[config.mk]
export PLATFORM = sky130hd
export DESIGN_NAME = cpu_host_access_port
export DESIGN_NICKNAME = d
export VERILOG_FILES = /design/src/cpu_host_access_port_pkg.sv /design/src/cpu_host_access_port.sv
export VERILOG_INCLUDE_DIRS = /design/src
export SDC_FILE = /design/constraint.sdc
export NUM_CORES = 1
export LEC_CHECK = 0
export BUFFER_PORTS_ARGS = -buffer_cell sky130_fd_sc_hd__buf_2
export CAP_MARGIN = 15
export CORE_MARGIN = 4
export CORE_UTILIZATION = 54
export CTS_CLUSTER_SIZE = 24
export DETAILED_ROUTE_END_ITERATION = 10
export HOLD_SLACK_MARGIN = 0.06
export PLACE_DENSITY = 0.85
export SYNTH_ARGS = -nofsm -noshare
export SYNTH_HDL_FRONTEND = slang
export SYNTH_SLANG_ARGS = --single-unit
[constraint.sdc]
create_clock -name i_clk -period 4.6 [get_ports i_clk]
set_input_delay 0.92 -clock i_clk [delete_from_list [all_inputs] [get_ports i_clk]]
set_output_delay 0.92 -clock i_clk [all_outputs]
set_load 0.01 [all_outputs]
[src/cpu_host_access_port_cfg.svh]
// Purpose: Constants for the host access port: direct addresses, bit positions, reset values.
// Assumes: Included once per compilation unit by bare name.
// Notes:   Types live in cpu_host_access_port_pkg.
`ifndef CPU_HOST_ACCESS_PORT_CFG_SVH
`define CPU_HOST_ACCESS_PORT_CFG_SVH

// Direct addresses
`define HAP_ADDR_IDX_LO   3'h0
`define HAP_ADDR_IDX_HI   3'h1
`define HAP_ADDR_DATA     3'h2
`define HAP_ADDR_FRAME    3'h3
`define HAP_ADDR_CMD      3'h4
`define HAP_ADDR_IRQ      3'h5
`define HAP_ADDR_CBUF1    3'h6
`define HAP_ADDR_CBUF2    3'h7

// Command bits, host write to the command/status location
`define HAP_CMD_CRX_READY 0
`define HAP_CMD_CTX1_REL  1
`define HAP_CMD_CTX2_REL  2
`define HAP_CMD_TXF_DONE  3
`define HAP_CMD_RXF_EOF   4
`define HAP_CMD_REALIGN   5

// Interrupt source bits
`define HAP_IRQ_FRAME     0
`define HAP_IRQ_CF1       1
`define HAP_IRQ_CF2       2
`define HAP_IRQ_TIMEOUT   7

// Reset values and counts
`define HAP_IDX_RST       16'h0000
`define HAP_DATA_RST      16'h0000
`define HAP_BYTE_CNT_RST  4'h0
`define HAP_HDR_BYTES     4'h8
`define HAP_BYTES_WIDE    4'h2
`define HAP_BYTES_NARROW  4'h1

`endif

[src/cpu_host_access_port_pkg.sv]
// Purpose: Types shared by the host access port and its users.
// Assumes: None.
// Notes:   Frame words toward the receive FIFO travel as one struct.
package cpu_host_access_port_pkg;

    // Host request captured from the parallel pins
    typedef struct packed {
        logic [2:0]  addr;
        logic [15:0] wdata;
    } host_req_t;

    // One word written by the host toward the receive FIFO
    typedef struct packed {
        logic [15:0] data;
        logic        wide;
        logic        hdr;
        logic        eof;
    } rxf_word_t;

    // Indirect register access toward the switch core
    typedef struct packed {
        logic [15:0] addr;
        logic [7:0]  wdata;
        logic        wr;
        logic        rd;
    } ind_req_t;

endpackage : cpu_host_access_port_pkg

[src/cpu_host_access_port.sv]
// Purpose: Host CPU access port: eight direct locations giving indirect register access,
//          frame FIFO access, control command buffers, command/status and interrupt sources.
// Assumes: Host pins are asynchronous to i_clk and held stable for at least four clocks per strobe;
//          indirect read data from the core is valid combinationally for the current index.
// Notes:   Reads latch o_rdata at strobe assertion; side effects are one-cycle pulses.
//
// Functional notes
// - Location 0 write-only index, width by mode
// - Location 1 index high byte, 8-bit only
// - Location 2 moves indirect register data byte
// - Frames: 8-byte header, data 8-byte multiples
// - Command bit 0 marks control frame ready
// - Command bits 1/2 release transmit buffers
// - Command bit 3 ends frame, flushes fragment
// - Command bit 4 marks next write EOF
// - Status bits 1/2 show buffer readiness
// - Status bits 3/4/5 show FIFO conditions
// - Location 5 bits 0-2 sources, 6:3 reserved
// - Bit 7 timeout sticky, host writes 0
// - Location 6: write receive, read transmit 1
// - Location 7 reads transmit buffer 2
`include "cpu_host_access_port_cfg.svh"

module cpu_host_access_port
    import cpu_host_access_port_pkg::*;
#(
    parameter int DATA_W = 16
) (
    input  wire logic              i_clk,
    input  wire logic              i_rstn,
    // Host pins (asynchronous)
    input  wire logic              i_mode_8bit,
    input  wire logic              i_cs_n,
    input  wire logic              i_wr_n,
    input  wire logic              i_rd_n,
    input  wire logic [2:0]        i_addr,
    input  wire logic [DATA_W-1:0] i_wdata,
    output logic [DATA_W-1:0]      o_rdata,
    // Indirect register space
    output ind_req_t               o_ind,
    input  wire logic [7:0]        i_ind_rdata,
    // Transmit FIFO, switch toward host
    input  wire logic [15:0]       i_txf_data,
    input  wire logic              i_txf_has_data,
    input  wire logic              i_txf_eof,
    output logic                   o_txf_pop,
    output logic                   o_txf_done,
    // Receive FIFO, host toward switch
    input  wire logic              i_rxf_space_ok,
    output rxf_word_t              o_rxf_word,
    output logic                   o_rxf_valid,
    output logic                   o_realign,
    // Control command buffers
    input  wire logic              i_crx_free,
    output logic [15:0]            o_crx_wdata,
    output logic                   o_crx_we,
    output logic                   o_crx_ready,
    input  wire logic              i_ctx1_avail,
    input  wire logic              i_ctx2_avail,
    input  wire logic [15:0]       i_ctx1_data,
    input  wire logic [15:0]       i_ctx2_data,
    output logic                   o_ctx1_pop,
    output logic                   o_ctx2_pop,
    output logic                   o_ctx1_release,
    output logic                   o_ctx2_release,
    // Interrupt sources from the core
    input  wire logic              i_irq_frame,
    input  wire logic              i_irq_cf1,
    input  wire logic              i_irq_cf2,
    input  wire logic              i_timeout_evt
);

    if (DATA_W != 16) begin : g_width_check
        $error("cpu_host_access_port: DATA_W must be 16");
    end

    // Two-flop synchronisers on every host pin
    logic [2:0]        strb_s1_q;
    logic [2:0]        strb_s2_q;
    logic [2:0]        strb_s3_q;
    logic              mode_s1_q;
    logic              mode_s2_q;
    host_req_t         req_s1_q;
    host_req_t         req_s2_q;

    always_ff @(posedge i_clk or negedge i_rstn) begin
        if (!i_rstn) begin
            strb_s1_q <= 3'h7;
            strb_s2_q <= 3'h7;
            strb_s3_q <= 3'h7;
            mode_s1_q <= 1'b0;
            mode_s2_q <= 1'b0;
            req_s1_q  <= '0;
            req_s2_q  <= '0;
        end else begin
            strb_s1_q <= {i_cs_n, i_wr_n, i_rd_n};
            strb_s2_q <= strb_s1_q;
            strb_s3_q <= strb_s2_q;
            mode_s1_q <= i_mode_8bit;
            mode_s2_q <= mode_s1_q;
            req_s1_q  <= '{addr: i_addr, wdata: i_wdata};
            req_s2_q  <= req_s1_q;
        end
    end

    // Strobe assertion edges, qualified by chip select
    wire logic sel_now  = !strb_s2_q[2];
    wire logic wr_evt   = sel_now && !strb_s2_q[1] && strb_s3_q[1];
    wire logic rd_evt   = sel_now && !strb_s2_q[0] && strb_s3_q[0];
    wire logic [2:0]  a = req_s2_q.addr;
    wire logic [15:0] wd = req_s2_q.wdata;
    wire logic narrow   = mode_s2_q;

    wire logic wr_idx_lo = wr_evt && (a == `HAP_ADDR_IDX_LO);
    wire logic wr_idx_hi = wr_evt && (a == `HAP_ADDR_IDX_HI) && narrow;
    wire logic wr_data   = wr_evt && (a == `HAP_ADDR_DATA);
    wire logic wr_frame  = wr_evt && (a == `HAP_ADDR_FRAME);
    wire logic wr_cmd    = wr_evt && (a == `HAP_ADDR_CMD);
    wire logic wr_irq    = wr_evt && (a == `HAP_ADDR_IRQ);
    wire logic wr_cbuf1  = wr_evt && (a == `HAP_ADDR_CBUF1);
    wire logic rd_data   = rd_evt && (a == `HAP_ADDR_DATA);
    wire logic rd_frame  = rd_evt && (a == `HAP_ADDR_FRAME);
    wire logic rd_cbuf1  = rd_evt && (a == `HAP_ADDR_CBUF1);
    wire logic rd_cbuf2  = rd_evt && (a == `HAP_ADDR_CBUF2);

    // Indirect index
    logic [15:0] idx_q;
    logic [15:0] idx_d;

    always_comb begin
        idx_d = idx_q;
        if (wr_idx_lo && narrow) begin
            idx_d[7:0] = wd[7:0];
        end else if (wr_idx_lo) begin
            idx_d = wd;
        end
        if (wr_idx_hi) begin
            idx_d[15:8] = wd[7:0];
        end
    end

    // Command bits are one-cycle pulses: they clear themselves the next clock
    wire logic [7:0] cmd = wd[7:0];
    wire logic cmd_crx   = wr_cmd && cmd[`HAP_CMD_CRX_READY];
    wire logic cmd_rel1  = wr_cmd && cmd[`HAP_CMD_CTX1_REL];
    wire logic cmd_rel2  = wr_cmd && cmd[`HAP_CMD_CTX2_REL];
    wire logic cmd_done  = wr_cmd && cmd[`HAP_CMD_TXF_DONE];
    wire logic cmd_eof   = wr_cmd && cmd[`HAP_CMD_RXF_EOF];
    wire logic cmd_align = wr_cmd && cmd[`HAP_CMD_REALIGN];

    // End-of-frame arm for the next receive FIFO write
    logic eof_arm_q;
    logic eof_arm_d;
    assign eof_arm_d = cmd_eof ? 1'b1 : (wr_frame || cmd_align) ? 1'b0 : eof_arm_q;

    // Byte count inside the current host frame; first bytes form the status header
    logic [3:0] bcnt_q;
    logic [3:0] bcnt_d;
    wire logic [3:0] step    = narrow ? `HAP_BYTES_NARROW : `HAP_BYTES_WIDE;
    wire logic       in_hdr  = bcnt_q < `HAP_HDR_BYTES;
    wire logic [3:0] bcnt_up = in_hdr ? 4'(bcnt_q + step) : bcnt_q;

    always_comb begin
        bcnt_d = bcnt_q;
        if (cmd_align) begin
            bcnt_d = `HAP_BYTE_CNT_RST;
        end else if (wr_frame && eof_arm_q) begin
            bcnt_d = `HAP_BYTE_CNT_RST;
        end else if (wr_frame) begin
            bcnt_d = bcnt_up;
        end
    end

    // Timeout flag: sticky, cleared only by writing 0; a new event wins over the clear
    logic tmo_q;
    logic tmo_d;
    wire logic tmo_clr = wr_irq && !wd[`HAP_IRQ_TIMEOUT];
    assign tmo_d = i_timeout_evt ? 1'b1 : tmo_clr ? 1'b0 : tmo_q;

    // Read views
    wire logic [7:0] status_view = {2'b00,
                                    i_txf_eof,
                                    i_rxf_space_ok,
                                    i_txf_has_data,
                                    i_ctx2_avail,
                                    i_ctx1_avail,
                                    i_crx_free};
    wire logic [7:0] irq_view = {tmo_q, 4'h0, i_irq_cf2, i_irq_cf1, i_irq_frame};

    logic [15:0] rmux;
    always_comb begin
        case (a)
            `HAP_ADDR_DATA:  rmux = {8'h00, i_ind_rdata};
            `HAP_ADDR_FRAME: rmux = i_txf_data;
            `HAP_ADDR_CMD:   rmux = {8'h00, status_view};
            `HAP_ADDR_IRQ:   rmux = {8'h00, irq_view};
            `HAP_ADDR_CBUF1: rmux = i_ctx1_data;
            `HAP_ADDR_CBUF2: rmux = i_ctx2_data;
            default:         rmux = `HAP_DATA_RST; // Index locations are write-only
        endcase
    end
    wire logic [15:0] rdata_d = narrow ? {8'h00, rmux[7:0]} : rmux;

    // Word toward the receive FIFO
    wire rxf_word_t rxf_d = '{data: narrow ? {8'h00, wd[7:0]} : wd,
                              wide: !narrow,
                              hdr:  in_hdr,
                              eof:  eof_arm_q};

    always_ff @(posedge i_clk or negedge i_rstn) begin
        if (!i_rstn) begin
            idx_q     <= `HAP_IDX_RST;
            eof_arm_q <= 1'b0;
            bcnt_q    <= `HAP_BYTE_CNT_RST;
            tmo_q     <= 1'b0;
        end else begin
            idx_q     <= idx_d;
            eof_arm_q <= eof_arm_d;
            bcnt_q    <= bcnt_d;
            tmo_q     <= tmo_d;
        end
    end

    // Registered outputs: read data and indirect access
    always_ff @(posedge i_clk or negedge i_rstn) begin
        if (!i_rstn) begin
            o_rdata <= '0;
            o_ind   <= '0;
        end else begin
            if (rd_evt) begin
                o_rdata <= rdata_d;
            end
            o_ind.addr <= idx_d;
            if (wr_data) begin
                o_ind.wdata <= wd[7:0];
            end
            o_ind.wr <= wr_data;
            o_ind.rd <= rd_data;
        end
    end

    // Registered outputs: frame FIFOs
    always_ff @(posedge i_clk or negedge i_rstn) begin
        if (!i_rstn) begin
            o_rxf_word  <= '0;
            o_rxf_valid <= 1'b0;
            o_txf_pop   <= 1'b0;
            o_txf_done  <= 1'b0;
            o_realign   <= 1'b0;
        end else begin
            if (wr_frame) begin
                o_rxf_word <= rxf_d;
            end
            o_rxf_valid <= wr_frame;
            o_txf_pop   <= rd_frame;
            o_txf_done  <= cmd_done;
            o_realign   <= cmd_align;
        end
    end

    // Registered outputs: control command buffers
    always_ff @(posedge i_clk or negedge i_rstn) begin
        if (!i_rstn) begin
            o_crx_wdata    <= '0;
            o_crx_we       <= 1'b0;
            o_crx_ready    <= 1'b0;
            o_ctx1_pop     <= 1'b0;
            o_ctx2_pop     <= 1'b0;
            o_ctx1_release <= 1'b0;
            o_ctx2_release <= 1'b0;
        end else begin
            if (wr_cbuf1) begin
                o_crx_wdata <= narrow ? {8'h00, wd[7:0]} : wd;
            end
            o_crx_we       <= wr_cbuf1;
            o_crx_ready    <= cmd_crx;
            o_ctx1_pop     <= rd_cbuf1;
            o_ctx2_pop     <= rd_cbuf2;
            o_ctx1_release <= cmd_rel1;
            o_ctx2_release <= cmd_rel2;
        end
    end

endmodule : cpu_host_access_port

==> qor_table.md, run 1 <==
| Result | Value |
|---|---|
| Count of cells along the worst register-to-register path | 6 |
| Average size of a mapped cell | 12.7 um^2 |
| Pint | 2.40 mW |
| First-pass GRT wire length | 21.8 mm |
| First drt pass iteration count | 5 |
| Number of I/O pins | 178 |
| Number of unique standard cell types used by synthesis | 43 |
| Nets | 696 |
| Tcrit/Tclk final | 56.8% |
| Run status | completed |
| Average via count per standard cell | 5.37 |
| Yosys warns | 0 |
| Number of placement rows | 36 |
| Minimum setup slack after placement | 1.82 ns |
| Count of final max-slew check failures | 0 |
| Delay-heaviest family, CP | simple AND/OR/NAND/NOR gates |
| Critical path's slowest cell | sky130_fd_sc_hd__or4b_4 |
| Min-Delay Path Class | reg2reg |
| Endpoint of the most critical register-to-register path | bcnt_q[1]$_DFFE_PN0P_ |
| Post-layout minimum cycle time | 2.61 ns |
| Gate count of the mapped netlist | 423 |
| Number of fillers in the final layout | 686 |
| Core utilization of the finished layout | 71.5% |
| Hold wc startpoint | req_s1_q[8]$_DFF_PN0_ |
| Clk pwr share | 41.7% |
| Beginning of the worst register-to-register path | a[2]$_DFF_PN0_ |
| Number of placed cells counting well taps | 715 |
| Layout Cells excl Fill | 749 |
| Highest ir drop seen on vdd | 0.000315 V |
| RD Place Congestion | 0.850 |
| DRC viols | 0 |
| Max Cap Viol | 0 |
| Switching fraction of total power | 27.5% |
| Highest fanout seen on the critical path | 32 |
| Most frequent cells in the layout | sky130_fd_sc_hd__buf_2 (176), sky130_fd_sc_hd__dfrtp_1 (133), sky130_fd_sc_hd__nand2_1 (76), sky130_fd_sc_hd__o21ai_0 (29), sky130_fd_sc_hd__mux2_2 (28) |
| Post-CTS resize count | 0 |
| Number of hold buffers added after CTS | 0 |
| CTS buffer count | 17 |
| CTS H-Tree Depth | 4 |
| Maximum clock insertion buffer count | 2 |
| Routed len/inst | 18.7 um |
| Min-Delay Endpoint | wd[8]$_DFF_PN0_ |
| Area growth from synthesis to layout | 29.6% |
| Worst Path Class, Setup | reg2reg |
| Global-route usage over all layers | 24.9% |
| Post-detailed-route count of antenna-violating nets | 0 |
| Post-synthesis share of cell area spent on and, or, nand and nor gates | 10.4% |
| Uppermost metal layer occupied by signal nets | met4 |
| Clock transition time at the flip-flop clock pins of the worst setup and hold paths | 0.07 ns |
| Fraction of layout cells with a size suffix above 1 | 42.9% |
| Met3 routed WL | 990 um |
| Share of synthesized registers carrying an async set or reset | 100% |
| DIE AREA | 11600 um^2 |
| Pin slew with the least headroom to its limit | 0.992 ns |
| Post-Synthesis Net Count | 517 |
| Comb power frac | 13.7% |
| Final setup TNS | 0 ns |
| Sequential Power Share | 44.7% |
| Number of enable-type register cells in the synthesized netlist | 0 |
| Commonest non-fill, non-tap cell in the layout | sky130_fd_sc_hd__buf_2 |
| Final HPWL from detailed placement | 9.42 mm |
| Clock tree from TritonCTS | built |
| Share of synthesized cell area in full adder, half adder and majority cells | 0.839% |
| Initial Utilization | 55.2% |
| Worst-case headroom to the max-slew limit | 33.8% |
| Sum of routed wire segments on met1 | 5.54 mm |
| Nature of the critical path startpoint | flop |
| Final Hold Violating Endpoints | 0 |
| GRT overflow | 0 |
| Setup slack of the critical path after layout | 1.99 ns |
| Total of flip-flops plus latches after synthesis | 141 |
| Largest stage delay on the critical path | 0.62 ns |
| Netlist area before placement | 5370 um^2 |
| Via count | 4023 |
| Pin count of the biggest net entering global routing | 115 |
| Clock sink count | 141 |
| Final worst hold slack | 0.348 ns |
| Worst-skew pair later-pin latency | 0.53 ns |
| Ratio of total power to cell area | 476 nW/um^2 |
| Parity-gate share of the synthesized area counting xor and xnor cells | 0.326% |
| Critical path data arrival time | 3.01 ns |
| Combinational family with the most area after synthesis | multiplexers |
| Setup repair after global routing missed its margin | false |
| Port bufs | 177 |
| Initial drt markers | 294 |
| Worst setup EP type | flop |
| Synthesized-area fraction occupied by ao, oa, aoi and oai cells | 8.42% |
| Clock Skew | 0.0108 ns |
| Proportion of synthesized area in mux cells | 11.7% |
| Die width | 108 um |
| Highest achievable clock rate | 383 MHz |
| Final-report setup violation count | 0 |
| Antenna violations before repair | 1 |
| Crit path buf inv count | 2 |
| Via count of the first global-routing pass | 4180 |
| Routed Wire Length | 14.0 mm |
| Proportion of synthesized chip area in sequential cells | 65.9% |
| Vertical extent of the die | 108 um |
| Worst R2R Setup Slack | 1.99 ns |
| Leakage power | 3.63 nW |
| P_sw | 0.910 mW |
| Hold Path Cell Cnt | 0 |
| Worst EP required | 4.99 ns |
| Series of cell instances along the critical path | buf_4 -> or4b_4 -> or2_2 -> inv_1 -> a22o_1 -> a211oi_1 |
| Routed length on met2 | 7.07 mm |
| Clock Root Buffer | sky130_fd_sc_hd__clkbuf_8 |
| Post-CTS Repair Setup Buffers | 0 |
| Core Footprint | 9730 um^2 |
| Primary FF master, synth | sky130_fd_sc_hd__dfrtp_1 |
## per-stage QoR
step	cell area, um^2	power, mW
5_1_grt	6960	3.44
2_1_floorplan	5370	1.70
6_report	6960	3.31
3_3_place_gp	6340	1.92
4_1_cts	6940	3.32
3_5_place_dp	6340	1.94
## power groups by stage
stage,Combinational (mW),Clock (mW),Sequential (mW)
CTS,0.454,1.39,1.48
global placement,0.429,0,1.49
detailed placement,0.447,0,1.50
global route,0.500,1.45,1.50
finish,0.453,1.38,1.48
floorplan,0.171,0,1.53
## cell usage after synthesis (5+ instances only)
| library cell | number | area, um^2 |
|---|---|---|
| sky130_fd_sc_hd__and2_1 | 7 | 43.8 |
| sky130_fd_sc_hd__a21oi_1 | 15 | 75.1 |
| sky130_fd_sc_hd__mux2i_1 | 10 | 100 |
| sky130_fd_sc_hd__nand2_1 | 76 | 285 |
| sky130_fd_sc_hd__clkbuf_1 | 7 | 26.3 |
| sky130_fd_sc_hd__nor3_1 | 5 | 25.0 |
| sky130_fd_sc_hd__mux2_2 | 28 | 315 |
| sky130_fd_sc_hd__mux2_4 | 8 | 120 |
| sky130_fd_sc_hd__nor2_1 | 19 | 71.3 |
| sky130_fd_sc_hd__dfrtp_1 | 133 | 3330 |
| sky130_fd_sc_hd__buf_2 | 8 | 40.0 |
| sky130_fd_sc_hd__o21ai_0 | 29 | 145 |
| sky130_fd_sc_hd__inv_1 | 7 | 26.3 |
| sky130_fd_sc_hd__a22oi_1 | 11 | 82.6 |
| sky130_fd_sc_hd__dfstp_2 | 8 | 210 |
## state kept, by name, summed over array words and instances (netlist names), 2 cells and up
name         flops
bcnt_q           4
req_s1_q        19
wd              16
a                3
strb_s3_q        2
o_crx_wdata     16
o_rxf_word      19
strb_s1_q        3
o_rdata         16
o_ind           26
strb_s2_q        3
## cells by family after synthesis
logic type | after synthesis
AO/OA/AOI/OAI | 75
XOR/XNOR | 2
adder cells (fa/ha/maj) | 3
buffers and inverters | 28
flip-flops | 141
multiplexers | 50
AND/OR/NAND/NOR | 124
## worst register-to-register path: cells and delay by family, from the launching register on
| family | cells | cell delay, ns |
|---|---|---|
| and+or+nand+nor | 2 | 1.15 |
| AOI/OAI and AO/OA | 2 | 0.33 |
| buffers and inverters | 2 | 0.64 |
| DFF | 1 | 0.36 |
## how the worst max path moves through the flow
stage / start / end / slack, ns / cells after the start
3_5_place_dp: a[0]$_DFF_PN0_ / bcnt_q[1]$_DFFE_PN0P_ / 1.82 / 5
4_1_cts: a[0]$_DFF_PN0_ / bcnt_q[1]$_DFFE_PN0P_ / 1.81 / 5
6_report: a[2]$_DFF_PN0_ / bcnt_q[1]$_DFFE_PN0P_ / 1.99 / 6
5_1_grt: a[1]$_DFF_PN0_ / bcnt_q[1]$_DFFE_PN0P_ / 1.82 / 5
2_1_floorplan: strb_s3_q[1]$_DFF_PN1_ / o_crx_wdata[5]$_DFFE_PN0P_ / 2.69 / 5
3_3_place_gp: a[0]$_DFF_PN0_ / bcnt_q[1]$_DFFE_PN0P_ / 1.99 / 5
## final cells by class
type	count	area [um^2]	share of cell area, %
antenna	1	2.50	0.0360
inverter	8	30.0	0.432
sequential	141	3540	50.9
multi-input combinational	254	1700	24.4
clock inverter	14	170	2.45
tap	133	166	2.39
timing repair buffer	180	922	13.3
clock buffer	18	428	6.15
## routing by layer
layer,GRT usage [%],vias up
met2,40.0,177
met4,11.3,0
met3,6.54,36
li1,-,1821
met5,0,-
met1,31.8,1989
Note: power is estimated with default switching activity, not from simulation.
==> inputs of run 2 (changes only) <==
--- a/config.mk
+++ b/config.mk
@@ -9,11 +9,11 @@
 export BUFFER_PORTS_ARGS = -buffer_cell sky130_fd_sc_hd__buf_2
 export CAP_MARGIN = 15
 export CORE_MARGIN = 4
-export CORE_UTILIZATION = 54
+export CORE_UTILIZATION = 45
 export CTS_CLUSTER_SIZE = 24
 export DETAILED_ROUTE_END_ITERATION = 10
 export HOLD_SLACK_MARGIN = 0.06
-export PLACE_DENSITY = 0.85
+export PLACE_DENSITY = 0.75
 export SYNTH_ARGS = -nofsm -noshare
 export SYNTH_HDL_FRONTEND = slang
 export SYNTH_SLANG_ARGS = --single-unit
==> constraint.sdc (replaced) <==
create_clock -name i_clk -period 2.1 [get_ports i_clk]
set_input_delay 0.42 -clock i_clk [delete_from_list [all_inputs] [get_ports i_clk]]
set_output_delay 0.42 -clock i_clk [all_outputs]
set_load 0.01 [all_outputs]
==> run 2 against run 1 <==
Effect of this change:
- global-route usage shrank 4.5 points
- core utilization decreased by 10 points
- wire length shrank 4.1%
- worst setup slack lost 1.9 ns
- register-to-register slack worse by 1.9 ns
- maximum frequency grew 29%
- power grew 110%
- clock power up 110%
- sequential share of layout area decreased by 0.72 points
- design area rose by 1.4%
==> qor_table.md, run 2 (synthesis results as in run 1) <==
| Result | Value |
|---|---|
| Area growth from synthesis to layout | 31.5% |
| Routed Wire Length | 13.4 mm |
| Port bufs | 177 |
| Final-report setup violation count | 0 |
| Nets | 706 |
| Number of I/O pins | 178 |
| Antenna violations before repair | 0 |
| Critical path data arrival time | 2.32 ns |
| Clock sink count | 141 |
| Final HPWL from detailed placement | 9.64 mm |
| Worst EP required | 2.40 ns |
| Worst-case headroom to the max-slew limit | 59.8% |
| Most frequent cells in the layout | sky130_fd_sc_hd__buf_2 (176), sky130_fd_sc_hd__dfrtp_1 (133), sky130_fd_sc_hd__nand2_1 (76), sky130_fd_sc_hd__o21ai_0 (29), sky130_fd_sc_hd__mux2_2 (28) |
| Initial Utilization | 46.4% |
| Pin slew with the least headroom to its limit | 0.601 ns |
| Largest stage delay on the critical path | 0.63 ns |
| Post-CTS Repair Setup Buffers | 0 |
| P_sw | 1.84 mW |
| Worst-skew pair later-pin latency | 0.41 ns |
| Leakage power | 3.67 nW |
| Number of fillers in the final layout | 954 |
| Core Footprint | 11600 um^2 |
| Termination of the worst setup path | o_ind[15]$_DFFE_PN0P_ |
| Commonest non-fill, non-tap cell in the layout | sky130_fd_sc_hd__buf_2 |
| Number of placement rows | 39 |
| Initial drt markers | 253 |
| RD Place Congestion | 0.882 |
| Setup repair after global routing missed its margin | false |
| Via count | 3984 |
| Leading registers by flop count | o_ind: 26 flops, o_rxf_word: 19 flops, req_s1_q: 19 flops |
| Core utilization of the finished layout | 61.0% |
| Count of cells along the worst register-to-register path | 3 |
| Die width | 117 um |
| Pin count of the biggest net entering global routing | 57 |
| Vertical extent of the die | 117 um |
| Minimum setup slack after placement | 0.0295 ns |
| Series of cell instances along the critical path | or3b_4 -> or4_1 -> mux2_2 |
| Highest fanout seen on the critical path | 8 |
| Launching instance or port of the critical path | strb_s3_q[1]$_DFF_PN1_ |
| Clock tree from TritonCTS | built |
| Run status | completed |
| DRC viols | 0 |
| Nature of the critical path startpoint | flop |
| Worst R2R Setup Slack | 0.08 ns |
| Count of final max-slew check failures | 0 |
| Endpoint of the most critical register-to-register path | o_ind[15]$_DFFE_PN0P_ |
| Pint | 5.26 mW |
| Post-layout minimum cycle time | 2.02 ns |
| Maximum clock insertion buffer count | 2 |
| Final Hold Violating Endpoints | 0 |
| Fraction of layout cells with a size suffix above 1 | 43.7% |
| Via count of the first global-routing pass | 4117 |
| Worst setup EP type | flop |
| Post-detailed-route count of antenna-violating nets | 0 |
| Clk pwr share | 40.5% |
| Comb power frac | 13.9% |
| Clock Skew | 0.0125 ns |
| Average via count per standard cell | 5.19 |
| Beginning of the worst register-to-register path | strb_s3_q[1]$_DFF_PN1_ |
| Routed len/inst | 17.5 um |
| Setup slack of the critical path after layout | 0.0811 ns |
| Tcrit/Tclk final | 96.1% |
| Global-route usage over all layers | 20.3% |
| Largest register FFs | 26 |
| Final setup TNS | 0 ns |
| Sequential Power Share | 45.6% |
| Max Cap Viol | 0 |
| DIE AREA | 13700 um^2 |
| Clock Root Buffer | sky130_fd_sc_hd__clkbuf_16 |
| Reg with most FFs | o_ind |
| GRT overflow | 0 |
| Clock transition time at the flip-flop clock pins of the worst setup and hold paths | 0.06 ns |
| CTS H-Tree Depth | 4 |
| First drt pass iteration count | 5 |
| CTS buffer count | 17 |
| Min-Delay Path Class | in2reg |
| Worst Path Class, Setup | reg2reg |
| Highest achievable clock rate | 495 MHz |
| Switching fraction of total power | 25.9% |
| Critical path's slowest cell | sky130_fd_sc_hd__or4_1 |
| Highest ir drop seen on vdd | 0.000744 V |
| First-pass GRT wire length | 21.1 mm |
| Diodes inserted | 0 |
| Ratio of total power to cell area | 1010 nW/um^2 |
-- run 2: repair_timing --
action | 4_1_cts | 5_1_grt
hold buffers | 1 | 0
hold endpoints to repair | 53 | 0
gates resized for setup | 0 | 2
setup endpoints to repair | 0 | 10
-- run 2: cell type report --
| class | instances | area [um^2] | area share, % |
|---|---|---|---|
| Tap cell | 143 | 179 | 2.54 |
| Timing Repair Buffer | 190 | 1030 | 14.6 |
| Sequential cell | 141 | 3540 | 50.2 |
| Clock inverter | 13 | 140 | 1.99 |
| Multi-Input combinational cell | 254 | 1710 | 24.2 |
| Clock buffer | 19 | 433 | 6.14 |
| Inverter | 8 | 30.0 | 0.426 |
-- run 2: metrics by stage --
stage               total power, mW  hold slack, ns  cells  instance area (um^2)
CTS                            7.18          0.0870    768                  7050
floorplan                      3.72           0.124    423                  5370
detailed placement             4.27           0.335    735                  6460
global placement               4.23           0.332    735                  6460
finish                         7.10           0.108    768                  7060
global route                   7.43          0.0804    768                  7060
-- run 2: critical path, delay by kind of cell (launching register included) --
| kind | cells | cell delay (ns) |
|---|---|---|
| DFF | 1 | 0.52 |
| muxes | 1 | 0.36 |
| and+or+nand+nor | 2 | 1.04 |
-- run 2: power groups by stage --
stage / clock network, mW / registers (mW) / logic [mW]
after global routing: 3.07 / 3.27 / 1.09
final: 2.87 / 3.23 / 0.989
after detailed placement: 0 / 3.27 / 0.998
after floorplan: 0 / 3.35 / 0.374
after CTS: 2.94 / 3.23 / 1.00
after global placement: 0 / 3.26 / 0.965
-- run 2: worst min path at each step --
stage | from | endpoint | slack (ns) | cells after the start
after global routing | i_wdata[12] | req_s1_q[12]$_DFF_PN0_ | 0.08 | 1
after floorplan | i_rstn | a[0]$_DFF_PN0_ | 0.12 | 0
final | i_wdata[12] | req_s1_q[12]$_DFF_PN0_ | 0.11 | 1
after global placement | req_s1_q[2]$_DFF_PN0_ | wd[2]$_DFF_PN0_ | 0.33 | 0
after CTS | i_wr_n | strb_s1_q[1]$_DFF_PN1_ | 0.09 | 1
after detailed placement | req_s1_q[15]$_DFF_PN0_ | wd[15]$_DFF_PN0_ | 0.33 | 0
-- run 2: per-layer routing --
layer / share of wire [%] / vias up / GRT usage [%] / wire length [um]
met1: 42 / 1987 / 27.0 / 5590
met2: 49 / 137 / 31.3 / 6640
met4: 2.7 / 0 / 8.49 / 359
met3: 6.2 / 28 / 6.02 / 833
met5: 0 / - / 0 / 0
li1: - / 1832 / - / -
